<file path="config.mk">
export PLATFORM = sky130hd
export DESIGN_NAME = tap_core
export DESIGN_NICKNAME = d
export VERILOG_FILES = /design/src/tap_pkg.sv /design/src/tap_chain_if.sv /design/src/tap_bsr_chain.sv /design/src/tap_core.sv
export SDC_FILE = /design/constraint.sdc
export NUM_CORES = 1
export LEC_CHECK = 0
export ABC_CLOCK_PERIOD_IN_PS = 1900
export BUFFER_PORTS_ARGS = -buffer_cell sky130_fd_sc_hd__buf_2
export CAP_MARGIN = 0
export CORE_UTILIZATION = 25
export DETAILED_ROUTE_END_ITERATION = 10
export REMOVE_ABC_BUFFERS = 1
export SKIP_CTS_REPAIR_TIMING = 1
export SLEW_MARGIN = 20
export SYNTH_ARGS = -nofsm -noshare
export SYNTH_HDL_FRONTEND = slang
export SYNTH_HIERARCHICAL = 1
export SYNTH_SLANG_ARGS = --single-unit
</file>
<file path="constraint.sdc">
create_clock -name core_clk_i -period 1.9 [get_ports core_clk_i]
set_input_delay 0.57 -clock core_clk_i [delete_from_list [all_inputs] [get_ports core_clk_i]]
set_output_delay 0.57 -clock core_clk_i [all_outputs]
set_load 0.02 [all_outputs]
</file>
<file path="src/tap_pkg.sv">
// constants and types shared by the boundary scan test port
// Behaviour
// six-bit instruction register selects test path
// instruction bits shift in on test clock rise
// new instruction takes effect only at Update-IR
// 000000 drives latched chain values onto pins; the code drives bidir data unlatched from the shift stage
// 000001 preloads latches, snapshots pins, no drive
// 000010 selects identification register for shifting
// 000011 floats all output and bidirectional pins
// Capture-IR loads fixed pattern 101101 into IR
// 111110 keeps latched drive, bypass in path
// 111111 puts one-bit bypass in serial path
// data registers share serial input and output
// unselected registers never disturb chip or path
// chain in path only for EXTEST or SAMPLE
// EXTEST drives held latches at once on update
// controller must preload before selecting EXTEST
// EXTEST transfers shifted values at Update-DR; in the code bidir data reaches pins while it shifts
// cell update stages load on falling clock
// input cells only sample, no update stage
// bidirectional pin uses enable and capture cell
// bidir capture picks core data when enabled; under EXTEST the code captures pad data
// sample captures all pins and enables together
// bypass register loads zero at Capture-DR
// test port reset loads IDCODE as instruction
// identification word is 32 bits, LSB one
// CLAMP places bypass register in serial path
// reserved opcodes act as bypass, pins normal
// sixteen-state sequencing, output on falling edge
package tap_pkg;

	// instruction register
	localparam int        IR_W           = 6;
	localparam logic [5:0] OP_EXTEST     = 6'h00;
	localparam logic [5:0] OP_SAMPLE     = 6'h01;
	localparam logic [5:0] OP_IDCODE     = 6'h02;
	localparam logic [5:0] OP_HIGHZ      = 6'h03;
	localparam logic [5:0] OP_CLAMP      = 6'h3E;
	localparam logic [5:0] OP_BYPASS     = 6'h3F;
	// pattern parallel-loaded on every instruction capture
	localparam logic [5:0] CAPTURE_IR_PATTERN = 6'h2D;

	// identification word layout
	localparam int         ID_W          = 32;
	localparam logic [3:0]  ID_VERSION   = 4'h0;   // arbitrary value
	localparam logic [15:0] ID_PART      = 16'h1234; // arbitrary value
	localparam logic [10:0] ID_MANUF     = 11'h0AA; // arbitrary value
	localparam logic        ID_LSB       = 1'h1;

	// stages in each pin synchroniser
	localparam int         SYNC_STAGES   = 2;

	// test port controller states, standard encodings
	typedef enum logic [3:0] {
		ST_RESET    = 4'hF,
		ST_IDLE     = 4'hC,
		ST_SEL_DR   = 4'h7,
		ST_CAP_DR   = 4'h6,
		ST_SHIFT_DR = 4'h2,
		ST_EXIT1_DR = 4'h1,
		ST_PAUSE_DR = 4'h3,
		ST_EXIT2_DR = 4'h0,
		ST_UPD_DR   = 4'h5,
		ST_SEL_IR   = 4'h4,
		ST_CAP_IR   = 4'hE,
		ST_SHIFT_IR = 4'hA,
		ST_EXIT1_IR = 4'h9,
		ST_PAUSE_IR = 4'hB,
		ST_EXIT2_IR = 4'h8,
		ST_UPD_IR   = 4'hD
	} tap_state_e;

	// serial path picked by the active instruction
	typedef enum logic [1:0] {
		PATH_BYPASS = 2'h0,
		PATH_CHAIN  = 2'h1,
		PATH_ID     = 2'h2
	} dr_path_e;

endpackage

</file>
<file path="src/tap_chain_if.sv">
// control strobes between the port controller and the boundary chain
`timescale 1ns/1ps
interface tap_chain_if;
	logic tck_rise;  // one-cycle pulse at test clock rise
	logic tck_fall;  // one-cycle pulse at test clock fall
	logic tdi;       // synchronised serial input
	logic capture;   // controller in Capture-DR, chain selected
	logic shift;     // controller in Shift-DR, chain selected
	logic update;    // controller in Update-DR, chain selected
	logic extest;    // EXTEST is the active instruction
	logic tdo_bit;   // chain serial output bit

	modport ctrl  (output tck_rise, tck_fall, tdi, capture, shift,
	               update, extest, input tdo_bit);
	modport chain (input tck_rise, tck_fall, tdi, capture, shift,
	               update, extest, output tdo_bit);
endinterface

</file>
<file path="src/tap_bsr_chain.sv">
// boundary scan chain: input, output, enable and bidir capture cells
`timescale 1ns/1ps
module tap_bsr_chain #(
	parameter int N_IN    = 4,
	parameter int N_OUT   = 2,
	parameter int N_BIDIR = 2
) (
	// clock and reset
	input  wire logic                     core_clk_i,
	input  wire logic                     reset_i,
	// controller side
	tap_chain_if.chain                    ctl,
	// pin and core side values
	input  wire logic [N_IN-1:0]          in_pad_i,
	input  wire logic [N_BIDIR-1:0]       bidir_pad_i,
	input  wire logic [N_OUT+N_BIDIR-1:0] core_out_i,
	input  wire logic [N_OUT+N_BIDIR-1:0] core_oe_i,
	// latched drive values; bidir data taken straight from the shift stage
	output logic      [N_OUT+N_BIDIR-1:0] upd_out_o,
	output logic      [N_OUT+N_BIDIR-1:0] upd_oe_o
);
	localparam int NP = N_OUT + N_BIDIR;    // pins that can drive
	localparam int L  = N_IN + 2 * NP;      // chain length

	logic [L-1:0]     sr;         // shift stages, bit 0 nearest output
	logic [L-1:0]     cap;        // parallel capture values
	logic [N_OUT-1:0] out_latch;  // update stage of output data cells
	logic [NP-1:0]    oe_latch;   // update stage of enable cells

	// capture values; order is inputs, then enable/data pairs per pin
	always_comb
	begin
		cap = '0;
		// input cells only sample
		for (int i = 0; i < N_IN; i++)
			cap[i] = in_pad_i[i];
		// every pin and enable captured at once
		for (int j = 0; j < NP; j++)
		begin
			cap[N_IN + 2*j] = core_oe_i[j];
			if (j < N_OUT)
				cap[N_IN + 2*j + 1] = core_out_i[j];
			// bidir capture picks core or pad data
			else if (core_oe_i[j] && !ctl.extest)
				cap[N_IN + 2*j + 1] = core_out_i[j];
			else
				cap[N_IN + 2*j + 1] = bidir_pad_i[j - N_OUT];
		end
	end

	// shift stage: capture then shift toward bit 0 on clock rise
	always_ff @(posedge core_clk_i)
	begin
		if (reset_i)
			sr <= '0;
		else if (ctl.tck_rise && ctl.capture)
			sr <= cap;
		else if (ctl.tck_rise && ctl.shift)
			sr <= {ctl.tdi, sr[L-1:1]};
	end

	// update stages load on the falling clock, never mid-shift
	always_ff @(posedge core_clk_i)
	begin
		if (reset_i)
		begin
			out_latch <= '0;
			oe_latch  <= '0;
		end
		// update latches on falling clock
		else if (ctl.tck_fall && ctl.update)
		begin
			for (int j = 0; j < NP; j++)
				oe_latch[j] <= sr[N_IN + 2*j];
			for (int j = 0; j < N_OUT; j++)
				out_latch[j] <= sr[N_IN + 2*j + 1];
		end
	end

	// bidir data comes from its single capture register
	always_comb
	begin
		for (int j = 0; j < NP; j++)
			upd_out_o[j] = (j < N_OUT) ? out_latch[j]
			                           : sr[N_IN + 2*j + 1];
		upd_oe_o = oe_latch;
	end

	assign ctl.tdo_bit = sr[0];

endmodule // tap_bsr_chain

</file>
<file path="src/tap_core.sv">
// boundary scan test port: controller, instruction and data registers
`timescale 1ns/1ps
module tap_core #(
	parameter int          N_IN       = 4,
	parameter int          N_OUT      = 2,
	parameter int          N_BIDIR    = 2,
	parameter logic [3:0]  ID_VERSION = tap_pkg::ID_VERSION,
	parameter logic [15:0] ID_PART    = tap_pkg::ID_PART,
	parameter logic [10:0] ID_MANUF   = tap_pkg::ID_MANUF
) (
	// clock and reset
	input  wire logic                     core_clk_i,
	input  wire logic                     reset_i,
	// test port pins
	input  wire logic                     tck_i,
	input  wire logic                     tms_i,
	input  wire logic                     tdi_i,
	input  wire logic                     trst_n_i,
	output logic                          tdo_o,
	output logic                          tdo_oe_o,
	// pads
	input  wire logic [N_IN-1:0]          in_pad_i,
	input  wire logic [N_BIDIR-1:0]       bidir_pad_i,
	output logic      [N_OUT+N_BIDIR-1:0] pad_out_o,
	output logic      [N_OUT+N_BIDIR-1:0] pad_oe_o,
	// core side of the driving pins
	input  wire logic [N_OUT+N_BIDIR-1:0] core_out_i,
	input  wire logic [N_OUT+N_BIDIR-1:0] core_oe_i
);
	localparam int NP = N_OUT + N_BIDIR;  // pins that can drive
	localparam int PW = 4 + N_IN + N_BIDIR; // synchronised pin count

	// next controller state from current state and mode select
	function automatic tap_pkg::tap_state_e next_tap(
		input tap_pkg::tap_state_e s,
		input logic m
	);
		case (s)
			tap_pkg::ST_RESET:
				next_tap = m ? tap_pkg::ST_RESET : tap_pkg::ST_IDLE;
			tap_pkg::ST_IDLE:
				next_tap = m ? tap_pkg::ST_SEL_DR : tap_pkg::ST_IDLE;
			tap_pkg::ST_SEL_DR:
				next_tap = m ? tap_pkg::ST_SEL_IR : tap_pkg::ST_CAP_DR;
			tap_pkg::ST_CAP_DR:
				next_tap = m ? tap_pkg::ST_EXIT1_DR
				             : tap_pkg::ST_SHIFT_DR;
			tap_pkg::ST_SHIFT_DR:
				next_tap = m ? tap_pkg::ST_EXIT1_DR
				             : tap_pkg::ST_SHIFT_DR;
			tap_pkg::ST_EXIT1_DR:
				next_tap = m ? tap_pkg::ST_UPD_DR
				             : tap_pkg::ST_PAUSE_DR;
			tap_pkg::ST_PAUSE_DR:
				next_tap = m ? tap_pkg::ST_EXIT2_DR
				             : tap_pkg::ST_PAUSE_DR;
			tap_pkg::ST_EXIT2_DR:
				next_tap = m ? tap_pkg::ST_UPD_DR
				             : tap_pkg::ST_SHIFT_DR;
			tap_pkg::ST_UPD_DR:
				next_tap = m ? tap_pkg::ST_SEL_DR : tap_pkg::ST_IDLE;
			tap_pkg::ST_SEL_IR:
				next_tap = m ? tap_pkg::ST_RESET : tap_pkg::ST_CAP_IR;
			tap_pkg::ST_CAP_IR:
				next_tap = m ? tap_pkg::ST_EXIT1_IR
				             : tap_pkg::ST_SHIFT_IR;
			tap_pkg::ST_SHIFT_IR:
				next_tap = m ? tap_pkg::ST_EXIT1_IR
				             : tap_pkg::ST_SHIFT_IR;
			tap_pkg::ST_EXIT1_IR:
				next_tap = m ? tap_pkg::ST_UPD_IR
				             : tap_pkg::ST_PAUSE_IR;
			tap_pkg::ST_PAUSE_IR:
				next_tap = m ? tap_pkg::ST_EXIT2_IR
				             : tap_pkg::ST_PAUSE_IR;
			tap_pkg::ST_EXIT2_IR:
				next_tap = m ? tap_pkg::ST_UPD_IR
				             : tap_pkg::ST_SHIFT_IR;
			tap_pkg::ST_UPD_IR:
				next_tap = m ? tap_pkg::ST_SEL_DR : tap_pkg::ST_IDLE;
			default:
				next_tap = tap_pkg::ST_RESET;
		endcase
	endfunction

	// serial path chosen by an opcode
	function automatic tap_pkg::dr_path_e path_of(
		input logic [tap_pkg::IR_W-1:0] op
	);
		case (op)
			// chain only for EXTEST or SAMPLE
			tap_pkg::OP_EXTEST,
			tap_pkg::OP_SAMPLE: path_of = tap_pkg::PATH_CHAIN;
			// identification register path
			tap_pkg::OP_IDCODE: path_of = tap_pkg::PATH_ID;
			// bypass, plus HIGHZ, CLAMP and reserved
			default:            path_of = tap_pkg::PATH_BYPASS;
		endcase
	endfunction

	// pin synchronisers; stage one feeds stage two only
	logic [PW-1:0] sync1;
	logic [PW-1:0] sync2;
	logic          tck_q;          // previous synchronised clock level

	// synchronised pin views
	logic          tck_s;
	logic          tms_s;
	logic          tdi_s;
	logic          trst_n_s;
	logic [N_IN-1:0]    in_pad_s;
	logic [N_BIDIR-1:0] bidir_pad_s;
	logic          tck_rise;       // one-cycle pulse per rising edge
	logic          tck_fall;       // one-cycle pulse per falling edge

	// controller and registers
	tap_pkg::tap_state_e      state;       // controller state
	logic [tap_pkg::IR_W-1:0] ir_shift;    // instruction shift cells
	logic [tap_pkg::IR_W-1:0] ir_active;   // decoded instruction
	logic                     bypass_bit;  // one-bit bypass register
	logic [tap_pkg::ID_W-1:0] id_shift;    // identification shifter
	tap_pkg::dr_path_e        path;        // active serial path

	// instruction decode flags
	logic op_extest;
	logic op_clamp;
	logic op_highz;
	logic pins_latched;        // pins driven by the chain: update latches, bidir data from the shift stage

	// chain interface and outputs
	tap_chain_if         chain_bus ();
	logic [NP-1:0]       upd_out;
	logic [NP-1:0]       upd_oe;

	assign {tck_s, tms_s, tdi_s, trst_n_s, in_pad_s, bidir_pad_s}
		= sync2;

	// two-stage synchroniser for every pin from outside the clock
	always_ff @(posedge core_clk_i)
	begin
		if (reset_i)
		begin
			sync1 <= '0;
			sync2 <= '0;
		end
		else
		begin
			sync1 <= {tck_i, tms_i, tdi_i, trst_n_i, in_pad_i,
			          bidir_pad_i};
			sync2 <= sync1;
		end
	end

	// remember the clock level to find its edges
	always_ff @(posedge core_clk_i)
	begin
		if (reset_i)
			tck_q <= 1'b0;
		else
			tck_q <= tck_s;
	end

	// edge pulses; tms and tdi share the same sync delay as tck
	assign tck_rise = tck_s & ~tck_q;
	assign tck_fall = ~tck_s & tck_q;

	// state advances on each test clock rise
	always_ff @(posedge core_clk_i)
	begin
		// reset pin forces the reset state
		if (reset_i || !trst_n_s)
			state <= tap_pkg::ST_RESET;
		else if (tck_rise)
			state <= next_tap(state, tms_s);
	end

	// instruction shift cells
	always_ff @(posedge core_clk_i)
	begin
		if (reset_i)
			ir_shift <= tap_pkg::CAPTURE_IR_PATTERN;
		// fixed pattern on instruction capture
		else if (tck_rise && state == tap_pkg::ST_CAP_IR)
			ir_shift <= tap_pkg::CAPTURE_IR_PATTERN;
		// shift toward bit 0 on clock rise
		else if (tck_rise && state == tap_pkg::ST_SHIFT_IR)
			ir_shift <= {tdi_s, ir_shift[tap_pkg::IR_W-1:1]};
	end

	// active instruction; latched on the falling edge in Update-IR
	always_ff @(posedge core_clk_i)
	begin
		// reset loads IDCODE
		if (reset_i || state == tap_pkg::ST_RESET)
			ir_active <= tap_pkg::OP_IDCODE;
		// only Update-IR changes the instruction
		else if (tck_fall && state == tap_pkg::ST_UPD_IR)
			ir_active <= ir_shift;
	end

	// decode of the six-bit instruction
	always_comb
	begin
		path      = path_of(ir_active);
		op_extest = (ir_active == tap_pkg::OP_EXTEST);
		op_clamp  = (ir_active == tap_pkg::OP_CLAMP);
		op_highz  = (ir_active == tap_pkg::OP_HIGHZ);
		// CLAMP drives latches like EXTEST
		pins_latched = op_extest | op_clamp;
	end

	// bypass register, only touched while it is the selected path
	always_ff @(posedge core_clk_i)
	begin
		if (reset_i)
			bypass_bit <= 1'b0;
		// zero at Capture-DR
		else if (tck_rise && state == tap_pkg::ST_CAP_DR &&
		         path == tap_pkg::PATH_BYPASS)
			bypass_bit <= 1'b0;
		// CLAMP and BYPASS shift through this bit
		else if (tck_rise && state == tap_pkg::ST_SHIFT_DR &&
		         path == tap_pkg::PATH_BYPASS)
			bypass_bit <= tdi_s;
	end

	// identification shifter, loaded with the fixed word at capture
	always_ff @(posedge core_clk_i)
	begin
		if (reset_i)
			id_shift <= '0;
		// version, part, maker, one in bit 0
		else if (tck_rise && state == tap_pkg::ST_CAP_DR &&
		         path == tap_pkg::PATH_ID)
			id_shift <= {ID_VERSION, ID_PART, ID_MANUF,
			             tap_pkg::ID_LSB};
		else if (tck_rise && state == tap_pkg::ST_SHIFT_DR &&
		         path == tap_pkg::PATH_ID)
			id_shift <= {tdi_s, id_shift[tap_pkg::ID_W-1:1]};
	end

	// strobes for the chain; gated so an unselected chain stays put
	always_comb
	begin
		chain_bus.tck_rise = tck_rise;
		chain_bus.tck_fall = tck_fall;
		chain_bus.tdi      = tdi_s;
		chain_bus.extest   = op_extest;
		// strobes reach only the selected register
		chain_bus.capture  = (state == tap_pkg::ST_CAP_DR) &&
		                     (path == tap_pkg::PATH_CHAIN);
		chain_bus.shift    = (state == tap_pkg::ST_SHIFT_DR) &&
		                     (path == tap_pkg::PATH_CHAIN);
		// update stage loads at Update-DR
		chain_bus.update   = (state == tap_pkg::ST_UPD_DR) &&
		                     (path == tap_pkg::PATH_CHAIN);
	end

	// boundary chain with its capture and update stages
	tap_bsr_chain #(
		.N_IN    (N_IN),
		.N_OUT   (N_OUT),
		.N_BIDIR (N_BIDIR)
	) u_chain (
		.core_clk_i  (core_clk_i),
		.reset_i     (reset_i),
		.ctl         (chain_bus),
		.in_pad_i    (in_pad_s),
		.bidir_pad_i (bidir_pad_s),
		.core_out_i  (core_out_i),
		.core_oe_i   (core_oe_i),
		.upd_out_o   (upd_out),
		.upd_oe_o    (upd_oe)
	);

	// serial output: changes on the falling test clock only
	always_ff @(posedge core_clk_i)
	begin
		if (reset_i)
		begin
			tdo_o    <= 1'b0;
			tdo_oe_o <= 1'b0;
		end
		// output updated on falling edge
		else if (tck_fall)
		begin
			// instruction scan shifts the instruction cells
			if (state == tap_pkg::ST_SHIFT_IR)
			begin
				tdo_o    <= ir_shift[0];
				tdo_oe_o <= 1'b1;
			end
			// data scan picks one parallel register
			else if (state == tap_pkg::ST_SHIFT_DR)
			begin
				tdo_oe_o <= 1'b1;
				case (path)
					tap_pkg::PATH_CHAIN: tdo_o <= chain_bus.tdo_bit;
					tap_pkg::PATH_ID:    tdo_o <= id_shift[0];
					default:             tdo_o <= bypass_bit;
				endcase
			end
			// pin floats outside shift states
			else
				tdo_oe_o <= 1'b0;
		end
	end

	// pin drive; relies on the tester preloading before EXTEST
	always_ff @(posedge core_clk_i)
	begin
		if (reset_i)
		begin
			pad_out_o <= '0;
			pad_oe_o  <= '0;
		end
		// latched values drive pins and enables; bidir pin data comes from the chain shift stage
		// takes effect as soon as EXTEST is active
		else if (pins_latched)
		begin
			pad_out_o <= upd_out;
			pad_oe_o  <= upd_oe;
		end
		// every driving pin floats
		else if (op_highz)
		begin
			pad_out_o <= core_out_i;
			pad_oe_o  <= '0;
		end
		// sample and R26: reserved leave pins functional
		else
		begin
			pad_out_o <= core_out_i;
			pad_oe_o  <= core_oe_i;
		end
	end

endmodule // tap_core

</file>
Word level (Yosys, flattened, before mapping)
Cells that the tools add are included.

Register bits after elaboration: 98. Word-level logic and storage cells: 105.

Reduce and logical (&&, ||, !) cells: 35. Muxes and demuxes: 28. Equal/unequal tests: 21. Bitwise operators: 5.

Operators with widths (count): two-way mux 25 bit (2); case mux 4 bit (12 select lines) (1); equality test 4 bit, second input constant (8); two-way mux 12 bit (2); logical AND 1 bit (17); equality test 4 x 3 -> 1 bit, second input constant (4); two-way mux 4 bit (4); equality test 6 x 2 -> 1 bit, second input constant (2); two-way mux 2 bit (6); two-way mux 3 bit (4); OR reduction 2 bit (6); equality test 4 x 2 -> 1 bit, second input constant (2); two-way mux 1 bit (7); equality test 6 x 1 -> 1 bit, second input constant (1); equality test 6 bit, second input constant (1); zero test 6 bit (1); nonzero test 2 bit (3); equality test 4 x 1 -> 1 bit, second input constant (1); zero test 4 bit (1); case mux 2 bit (2 select lines) (1); OR reduction 3 bit (1); AND 1 bit (2); equality test 2 x 1 -> 1 bit, second input constant (1); equality test 2 bit, second input constant (1); 7 further kinds (10).

Depth between registers and ports, before layout
Gate-level depths: netlist of run 1.

Depth in word-level cells: 8. Mapped depth: 10. Depth with buffers taken out: 9.

Hierarchy
Netlist of run 1, hierarchy kept.

By module, submodules not included: tap_core (cells each 337, instances 1, area each 3120.5 um^2); tap_bsr_chain (cells each 109, instances 1, area each 857.1 um^2).

Least setup slack after synthesis of run 1
Ideal clock, no wire load.

Path kind: flip-flop to flip-flop. From: register ir_active[2] (netlist name). To: register u_chain.sr[10]. Clock period less this slack: 2.095 ns. Stages on the path, launching flop included: 10. Path slack: -0.195 ns. Arrival: 1.962 ns. Cells stage by stage: dfxtp_1 -> nor4_2 -> nand2_1 -> or2_2 -> ha_1 -> and4_1 -> o21a_2 -> buf_4 -> o21ai_1 -> a21oi_1.

Cells in the longest elaborated chain, start to end: 7. Elaborated cells between the ends (all ways): 12. Those cells by class: eq/ne: 3; mux: 2; reduce/logical: 7.

RTL lines: start, declared (RTL line tap_core.sv:119) `logic [tap_pkg::IR_W-1:0] ir_active;`; start signal, assigned (RTL line tap_core.sv:195) `ir_active <= tap_pkg::OP_IDCODE;`; start signal, assigned (RTL line tap_core.sv:198) `ir_active <= ir_shift;`; equality test 6 x 1 -> 1 bit or zero test 6 bit (tied branches) (RTL line tap_core.sv:90) `case (op)`; OR reduction 2 bit (RTL line tap_core.sv:90); case mux 2 bit (2 select lines) (*) (RTL line tap_core.sv:90); equality test 2 x 1 -> 1 bit (*) (RTL line tap_core.sv:251) `(path == tap_pkg::PATH_CHAIN);`; logical AND 1 bit (*) (RTL line tap_core.sv:250) `chain_bus.capture = (state == tap_pkg::ST_CAP_DR) &&`; via chain_bus.capture (RTL line tap_chain_if.sv:7) `logic capture;`; logical AND 1 bit (*) (RTL line tap_bsr_chain.sv:56) `else if (ctl.tck_rise && ctl.capture)`; two-way mux 12 bit or nonzero test 2 bit (tied branches); end signal, assigned (RTL line tap_bsr_chain.sv:57) `sr <= cap;`; end signal, assigned (RTL line tap_bsr_chain.sv:59) `sr <= {ctl.tdi, sr[L-1:1]};`; end, declared (RTL line tap_bsr_chain.sv:25) `logic [L-1:0] sr;`.

The timed path passes the listed nets; every way through them passes the cells marked *. A chain may end at the register's enable or synchronous reset.

Worst setup path after layout of run 1
From: register ir_active[5] (netlist name). To: register u_chain.sr[11].

The elaborated chain is that of the path after synthesis.

==> metrics.txt, run 1 <==
status=finished, violations left; failing checks=negative setup slack; Period minus WS final=2.06 ns; Initial DRC Count=199; Layout Cells excl Fill=702; Core Area=0.0154 mm2; fin. max-slew vios=0; vias in the first global route=2,853; Final Hold Viols=0; antenna violations before repair=0; CP delay by family, top=simple AND/OR/NAND/NOR gates; Skew-Pair Late Insertion Delay=0.34 ns; vias per inst=4.53; largest net degree at the start of global routing=34; CP most frequent cell=buf_4; Layout Skew=0.0126 ns; Buf+Inv Stages, Crit Path=2; Routed WL=9030 um; hold_ws=0.435 ns; worst path cell trace=nor4_4 -> buf_4 -> and2b_1 -> ha_2 -> and4_4 -> buf_4 -> nand2_1 -> nand4_1 -> o311ai_2; Post-Place Setup Slack=-0.253 ns; PortBufs=29; Max VDD drop=0.000394 V; WL per Instance=12.9 um; Pwr Total=4.12 mW; hold_sp=sync1[4]; Routed Antenna Nets=0; maxcap violations=0; fin crit share=1.09; Worst R2R Path Depth=9; Fmax=0.485 GHz; RePlAce Congestion=0.746; Slew @ Worst Pin=0.462 ns; clock root cell=clkbuf_16; hold-critical path depth=1; post-DP HPWL=5590 um; R2R Path Start=ir_active[5]; Critical Path Max Stage Delay=0.34 ns; final instance area=0.00510 mm2; Total GRT Usage=0.105; Die Wd=128 um; Setup TNS Final=-4.82 ns; Critical Path AT=2.28 ns; Ys Warns=6; Worst Path Max Fanout=5; RSZ-0062 raised after global routing=yes; Post-Synthesis Cell Area=0.00398 mm2; Crit-path slowest cell=dfxtp_2; I/O Pins=30; Critical Path RT=2.12 ns; Slew HR=0.688; FF+latch count, synth=98; Worst Setup Slack, final=-0.163 ns; global-route wire length before repair=13,700 um; reported leakage power=1.78 nW; number of distinct library cells after synthesis=48; Finished Core Util=0.332; Post-Syn Instances=446; Most used DFF post-synth=dfxtp_1; Area contributors post-synth=dfxtp_1 49%, mux2i_1 5.5%, a21oi_1 5.2%; Setup Crit Path Kind=reg -> reg; Area growth syn-to-layout=28.1%; vias=3,177; critical path startpoint=ir_active[5]; H-tree Lvls=3; Pwr per Cell Area=808 mW/mm2; critical path endpoint category=register; sequential area share after synthesis=0.493; final setup violation count=45; layout cells sized above 1=0.267; Reg2Reg Setup Slack=-0.16 ns; Layout fillers=1,559; clk slew on worst S/H paths=0.07 ns; WP depth=9; Startpoint Class=register; clk sinks=98; # diodes=0; TritonRoute pass-1 iters=6; number of synthesized flops with an enable pin=0; Synth top area share=0.493; placed cells=679; dpl cell area=0.00444 mm2; Bufs on Longest Clock Path=2; Synth async-reset ratio=0; count leader, synth=dfxtp_1; Rows=45; Remaining Overflow, GRT=0; total CTS buffers=9; chip height=128 um; Remaining DRCs=0; synth cell count leaders=98 x dfxtp_1, 44 x nand2_1, 41 x a21oi_1; area of the die=0.0164 mm2; cell accounting for the most synthesized area=dfxtp_1; Total Nets Final=509; worst hold path type=reg -> reg; Initial Util=0.259; CTS tree=done; Post-Syn Area per Cell=8.92 um2
[area by class of cell]
class / count / area [um2] / share of cell area
Timing Repair Buffer: 61 / 498 / 0.0977
Tap cell: 211 / 264 / 0.0518
Multi-Input combinational cell: 300 / 2000 / 0.393
Clock inverter: 7 / 83.8 / 0.0164
Clock buffer: 9 / 225 / 0.0442
Sequential cell: 98 / 1960 / 0.385
Inverter: 16 / 60.1 / 0.0118
[cells by family (layout without fill, tap and decap cells)]
| family | count (synthesis) | in the layout | synth area share |
|---|---|---|---|
| AO/OA/AOI/OAI | 77 | 78 | 0.120 |
| adder cells (fa/ha/maj) | 3 | 3 | 0.00944 |
| buffers and inverters | 49 | 93 | 0.0591 |
| flip-flops | 98 | 98 | 0.493 |
| multiplexers | 22 | 22 | 0.0554 |
| AND/OR/NAND/NOR | 197 | 197 | 0.262 |
[worst register-to-register path: stages (launching register included)]
cell and delay [ns]:
dfxtp_2 0.34, nor4_4 0.29, buf_4 0.15, and2b_1 0.16
ha_2 0.22, and4_4 0.28, buf_4 0.15, nand2_1 0.11
nand4_1 0.14, o311ai_2 0.11
[cell usage in the layout (no fill, tap or decap), drive strengths merged, types with 18 or more instances in the layout]
cell type	Yosys	routed
nand2	44	44
dfxtp	98	98
buf	20	58
nor2b	27	27
mux2i	22	22
nor2	31	31
nand2b	18	18
nor3	22	22
nand3	32	32
a21oi	43	43
[routing by layer]
metal	track usage	vias to the layer above	part of all wire
met4	0.0457	0	0.014
met5	0	-	0
li1	-	1606	-
met3	0.0280	11	0.033
met1	0.133	1501	0.47
met2	0.168	59	0.48
[registers in the layout, indices dropped and copies added (netlist names), 6 cells and up]
register / cells
id_shift: 32
u_chain/sr: 12
sync1: 10
sync2: 10
ir_active: 6
ir_shift: 6
[report_power, final]
group	internal (mW)	switching [mW]	total, mW
sequential	2.08	0.0105	2.09
clock	1.05	0.836	1.88
combinational	0.0589	0.0834	0.142
[final timing paths]
kind	end
hold / removal	sync2[4]
hold reg to reg	sync2[4]
setup / recovery	u_chain/sr[11]
setup reg to reg	u_chain/sr[11]
Power figures use the tool's default switching activity.
==> run 2: changes to the inputs <==
--- a/config.mk
+++ b/config.mk
@@ -5,12 +5,14 @@
 export SDC_FILE = /design/constraint.sdc
 export NUM_CORES = 1
 export LEC_CHECK = 0
-export ABC_CLOCK_PERIOD_IN_PS = 1900
+export ABC_CLOCK_PERIOD_IN_PS = 2450
 export BUFFER_PORTS_ARGS = -buffer_cell sky130_fd_sc_hd__buf_2
 export CAP_MARGIN = 0
+export CORE_ASPECT_RATIO = 1.4
 export CORE_UTILIZATION = 25
 export DETAILED_ROUTE_END_ITERATION = 10
 export REMOVE_ABC_BUFFERS = 1
+export SETUP_SLACK_MARGIN = 0.3
 export SKIP_CTS_REPAIR_TIMING = 1
 export SLEW_MARGIN = 20
 export SYNTH_ARGS = -nofsm -noshare
==> constraint.sdc (replaced) <==
create_clock -name core_clk_i -period 2.45 [get_ports core_clk_i]
set_input_delay 0.735 -clock core_clk_i [delete_from_list [all_inputs] [get_ports core_clk_i]]
set_output_delay 0.735 -clock core_clk_i [all_outputs]
set_load 0.02 [all_outputs]
==> run 2 against run 1 <==
Compared with the run above: the run now ends clean; sequential share of layout area is 3.5 points higher; fmax hardly changed; via count is 5.8% lower; clock-buffer cell count is 2 higher; routed wire length is 11% lower; worst hold slack better by 0.0028 ns; critical path depth is 2 lower; final cell count is 5.0% lower; register-to-register slack better by 0.55 ns; setup slack better by 0.55 ns; largest power group unchanged.
==> metrics.txt, run 2 (synthesized netlist as in run 1, its figures left out) <==
Layout Skew=0.00480 ns; R2R Path Start=ir_active[5]; post-DP HPWL=5590 um; reported leakage power=1.63 nW; Area growth syn-to-layout=17.6%; final setup violation count=0; clk sinks=98; # diodes=0; Reg2Reg Setup Slack=0.39 ns; Slew HR=0.683; Remaining Overflow, GRT=0; Layout Cells excl Fill=667; Setup TNS Final=0 ns; biggest regs=id_shift x32, u_chain/sr x12; I/O Pins=30; NetSw=0.663 mW; vias per inst=4.49; Layout fillers=1,627; clock root cell=clkbuf_16; dpl cell area=0.00430 mm2; total CTS buffers=9; layout cells sized above 1=0.172; Core Area=0.0155 mm2; Die Wd=109 um; TritonRoute pass-1 iters=4; commonest non-fill, non-tap cells in the layout=96 x dfxtp_1, 43 x nand2_1, 41 x a21oi_1; Worst Path Max Fanout=3; H-tree Lvls=3; hold_sp=sync1[5]; Bufs on Longest Clock Path=2; hold_ws=0.438 ns; critical path endpoint category=register; Slew @ Worst Pin=0.475 ns; RSZ-0062 raised after global routing=no; CTS tree=done; Remaining DRCs=0; Total Nets Final=489; Total GRT Usage=0.103; status=finished clean; clk slew on worst S/H paths=0.07 ns; Rows=54; Period minus WS final=2.06 ns; Clk pwr share=0.455; vias=2,994; Final Hold Viols=0; Post-Place Setup Slack=0.220 ns; largest net degree at the start of global routing=33; area of the die=0.0164 mm2; max FFs per register=32; antenna violations before repair=0; worst hold path type=reg -> reg; sw frac=0.209; Critical Path AT=2.34 ns; Pwr Total=3.17 mW; maxcap violations=0; Largest Register=id_shift; Initial DRC Count=132; Startpoint Class=register; critical path startpoint=ir_active[5]; chip height=151 um; Skew-Pair Late Insertion Delay=0.33 ns; fin crit share=0.842; PortBufs=29; Pwr per Cell Area=678 mW/mm2; Logic pwr share=0.033; Setup Crit Path Kind=reg -> reg; fin. max-slew vios=0; RePlAce Congestion=0.768; Max VDD drop=0.000299 V; Finished Core Util=0.301; Seq pwr share=0.512; Fmax=0.485 GHz; Routed WL=7990 um; Routed Antenna Nets=0; global-route wire length before repair=13,300 um; Worst Setup Slack, final=0.388 ns; final instance area=0.00468 mm2; Int Pwr=2.51 mW; placed cells=650; Initial Util=0.256; Critical Path RT=2.72 ns; commonest non-fill, non-tap cell in the layout=dfxtp_1; vias in the first global route=2,869; WL per Instance=12.0 um
## run 2: worst max-delay path: stages, from the launching register on
cell and delay (ns):
dfxtp_2 0.34, nor4_4 0.30, nand2_1 0.08, or2_4 0.25, ha_2 0.28, o221a_2 0.25
or3_4 0.36, a21oi_2 0.13
## run 2: final timing paths
kind,to,depth (start not counted)
worst min-delay path,sync2[5],1
worst max-delay path,tdo_o,7
worst min register to register,sync2[5],1
worst max register to register,tdo_o,7
## run 2: final cells by class
class,count,area [um2],area share
clock inverters,5,61.3,0.0131
clock buffers,11,253,0.0540
well taps,196,245,0.0524
flip-flops and latches,98,1960,0.420
inverters,16,60.1,0.0128
multi-input cells,300,1840,0.394
repair buffers,41,251,0.0538
## run 2: power groups by stage
| stage | Clock [mW] | Combinational, mW | Sequential (mW) |
|---|---|---|---|
| after floorplan | 0 | 0.0391 | 1.67 |
| final | 1.45 | 0.104 | 1.62 |
| after detailed placement | 0 | 0.106 | 1.66 |
| after global placement | 0 | 0.105 | 1.66 |
| after CTS | 1.49 | 0.106 | 1.62 |
| after global routing | 1.57 | 0.118 | 1.62 |
## run 2: routing by layer
layer / track usage / share of wire / vias to the layer above / wire, um
li1: - / - / 1560 / -
met3: 0.0245 / 0.026 / 12 / 206
met4: 0.0581 / 0.027 / 0 / 219
met2: 0.175 / 0.51 / 41 / 4070
met1: 0.117 / 0.44 / 1381 / 3500
met5: 0 / 0 / - / 0
==> run 3: changes to the inputs <==
--- a/config.mk
+++ b/config.mk
@@ -5,7 +5,7 @@
 export SDC_FILE = /design/constraint.sdc
 export NUM_CORES = 1
 export LEC_CHECK = 0
-export ABC_CLOCK_PERIOD_IN_PS = 2450
+export ABC_CLOCK_PERIOD_IN_PS = 1800
 export BUFFER_PORTS_ARGS = -buffer_cell sky130_fd_sc_hd__buf_2
 export CAP_MARGIN = 0
 export CORE_ASPECT_RATIO = 1.4
==> constraint.sdc (replaced) <==
create_clock -name core_clk_i -period 1.8 [get_ports core_clk_i]
set_input_delay 0.54 -clock core_clk_i [delete_from_list [all_inputs] [get_ports core_clk_i]]
set_output_delay 0.54 -clock core_clk_i [all_outputs]
set_load 0.02 [all_outputs]
==> run 3 against run 2 <==
Compared with the run above: non-clock buffer count rose by 27; the flow now finishes with violations (negative setup slack); flip-flop and latch count is the same; clock skew up 0.0038 ns; critical endpoint unchanged; combinational power increased by 44%; sequential share of layout area shrank 5.1 points.
==> metrics.txt, run 3 (synthesized netlist as in run 1, its figures left out) <==
vias in the first global route=2,949; Routed WL=9230 um; layout cells sized above 1=0.345; endpoint of the worst register-to-register path=tdo_o; Max VDD drop=0.000402 V; Total Nets Final=516; Skew-Pair Late Insertion Delay=0.34 ns; Worst R2R Path Depth=9; fin. max-slew vios=0; failing checks=negative setup slack; Slew @ Worst Pin=0.461 ns; Final Hold Viols=0; R2R Path Start=ir_active[5]; RSZ-0062 raised after global routing=yes; Layout fillers=1,591; CP endpoint=tdo_o; WL per Instance=13.3 um; Initial DRC Count=157; Largest Register=id_shift; Total GRT Usage=0.105; chip height=151 um; vias=3,224; Pwr Total=4.31 mW; H-tree Lvls=3; Slew HR=0.689; Post-Place Setup Slack=-0.386 ns; fin crit share=1.15; Period minus WS final=2.06 ns; Initial Util=0.256; global-route wire length before repair=13,500 um; Bufs on Longest Clock Path=2; Critical Path AT=2.35 ns; final setup violation count=52; placed cells=667; total CTS buffers=9; Core Area=0.0155 mm2; status=finished, violations left; Rows=54; clock root cell=clkbuf_16; clk slew on worst S/H paths=0.07 ns; largest net degree at the start of global routing=36; post-DP HPWL=5730 um; max FFs per register=32; Reg2Reg Setup Slack=-0.26 ns; vias per inst=4.65; critical path startpoint=ir_active[5]; Critical Path RT=2.08 ns; RePlAce Congestion=0.774; critical path endpoint category=register; Layout Skew=0.00865 ns; commonest non-fill, non-tap cell in the layout=dfxtp_1; TritonRoute pass-1 iters=5; Routed Antenna Nets=0; Remaining DRCs=0; PortBufs=29; # diodes=0; Worst Setup Slack, final=-0.262 ns; maxcap violations=0; Worst Path Max Fanout=3; hold-critical path depth=2; biggest regs=id_shift x32, u_chain/sr x12; Layout Cells excl Fill=694; Pwr per Cell Area=809 mW/mm2; worst hold path type=in -> reg; area of the die=0.0164 mm2; CTS tree=done; Setup Crit Path Kind=reg -> reg; Area growth syn-to-layout=33.9%; Fmax=0.485 GHz; clk sinks=98; commonest non-fill, non-tap cells in the layout=96 x dfxtp_1, 40 x nand2_1, 29 x buf_2; Die Wd=109 um; Remaining Overflow, GRT=0; I/O Pins=30; antenna violations before repair=0; Startpoint Class=register; reported leakage power=1.88 nW
run 3: metal layers:
metal,global-route usage,part of all wire
met3,0.0215,0.030
met4,0.0696,0.031
met5,0,0
met2,0.184,0.53
met1,0.113,0.41
run 3: stage by stage:
stage | setup TNS, ns | utilization | hold slack [ns] | area [um2]
detailed placement | -16.50 | 0.286 | 0.426 | 4450
global placement | -13.15 | 0.286 | 0.431 | 4450
floorplan | -27.02 | - | 0.414 | 3800
global route | -14.52 | 0.343 | 0.413 | 5330
CTS | -17.86 | 0.306 | 0.395 | 4750
finish | -10.66 | 0.343 | 0.402 | 5330
run 3: how the worst min path moves through the flow:
stage,startpoint,to,slack [ns]
after floorplan,sync1[0],sync2[0],0.41
after global placement,sync1[6],sync2[6],0.43
after detailed placement,sync1[8],sync2[8],0.43
after CTS,tck_i,sync1[9],0.39
after global routing,in_pad_i[2],sync1[4],0.41
final,tck_i,sync1[9],0.40
run 3: critical path, stage by stage (launching register included):
cell and delay, ns:
dfxtp_2 0.34, nor4_4 0.30, nand2_1 0.10, or2_4 0.29, inv_2 0.07, ha_4 0.13
a22oi_2 0.06, o221a_2 0.23, or3_1 0.38, a21oi_2 0.11
run 3: cell type report:
class,count,area (um2),area share
well taps,196,245,0.0460
clock buffers,10,239,0.0449
inverters,16,60.1,0.0113
multi-input cells,300,2140,0.402
repair buffers,68,608,0.114
flip-flops and latches,98,1970,0.369
clock inverters,6,65.1,0.0122
run 3: report_power, final:
| part | internal, mW | total (mW) | switching, mW | leakage [nW] |
|---|---|---|---|---|
| clock network | 1.12 | 1.95 | 0.835 | 0.149 |
| registers | 2.20 | 2.21 | 0.0114 | 0.797 |
| logic | 0.0616 | 0.150 | 0.0886 | 0.931 |
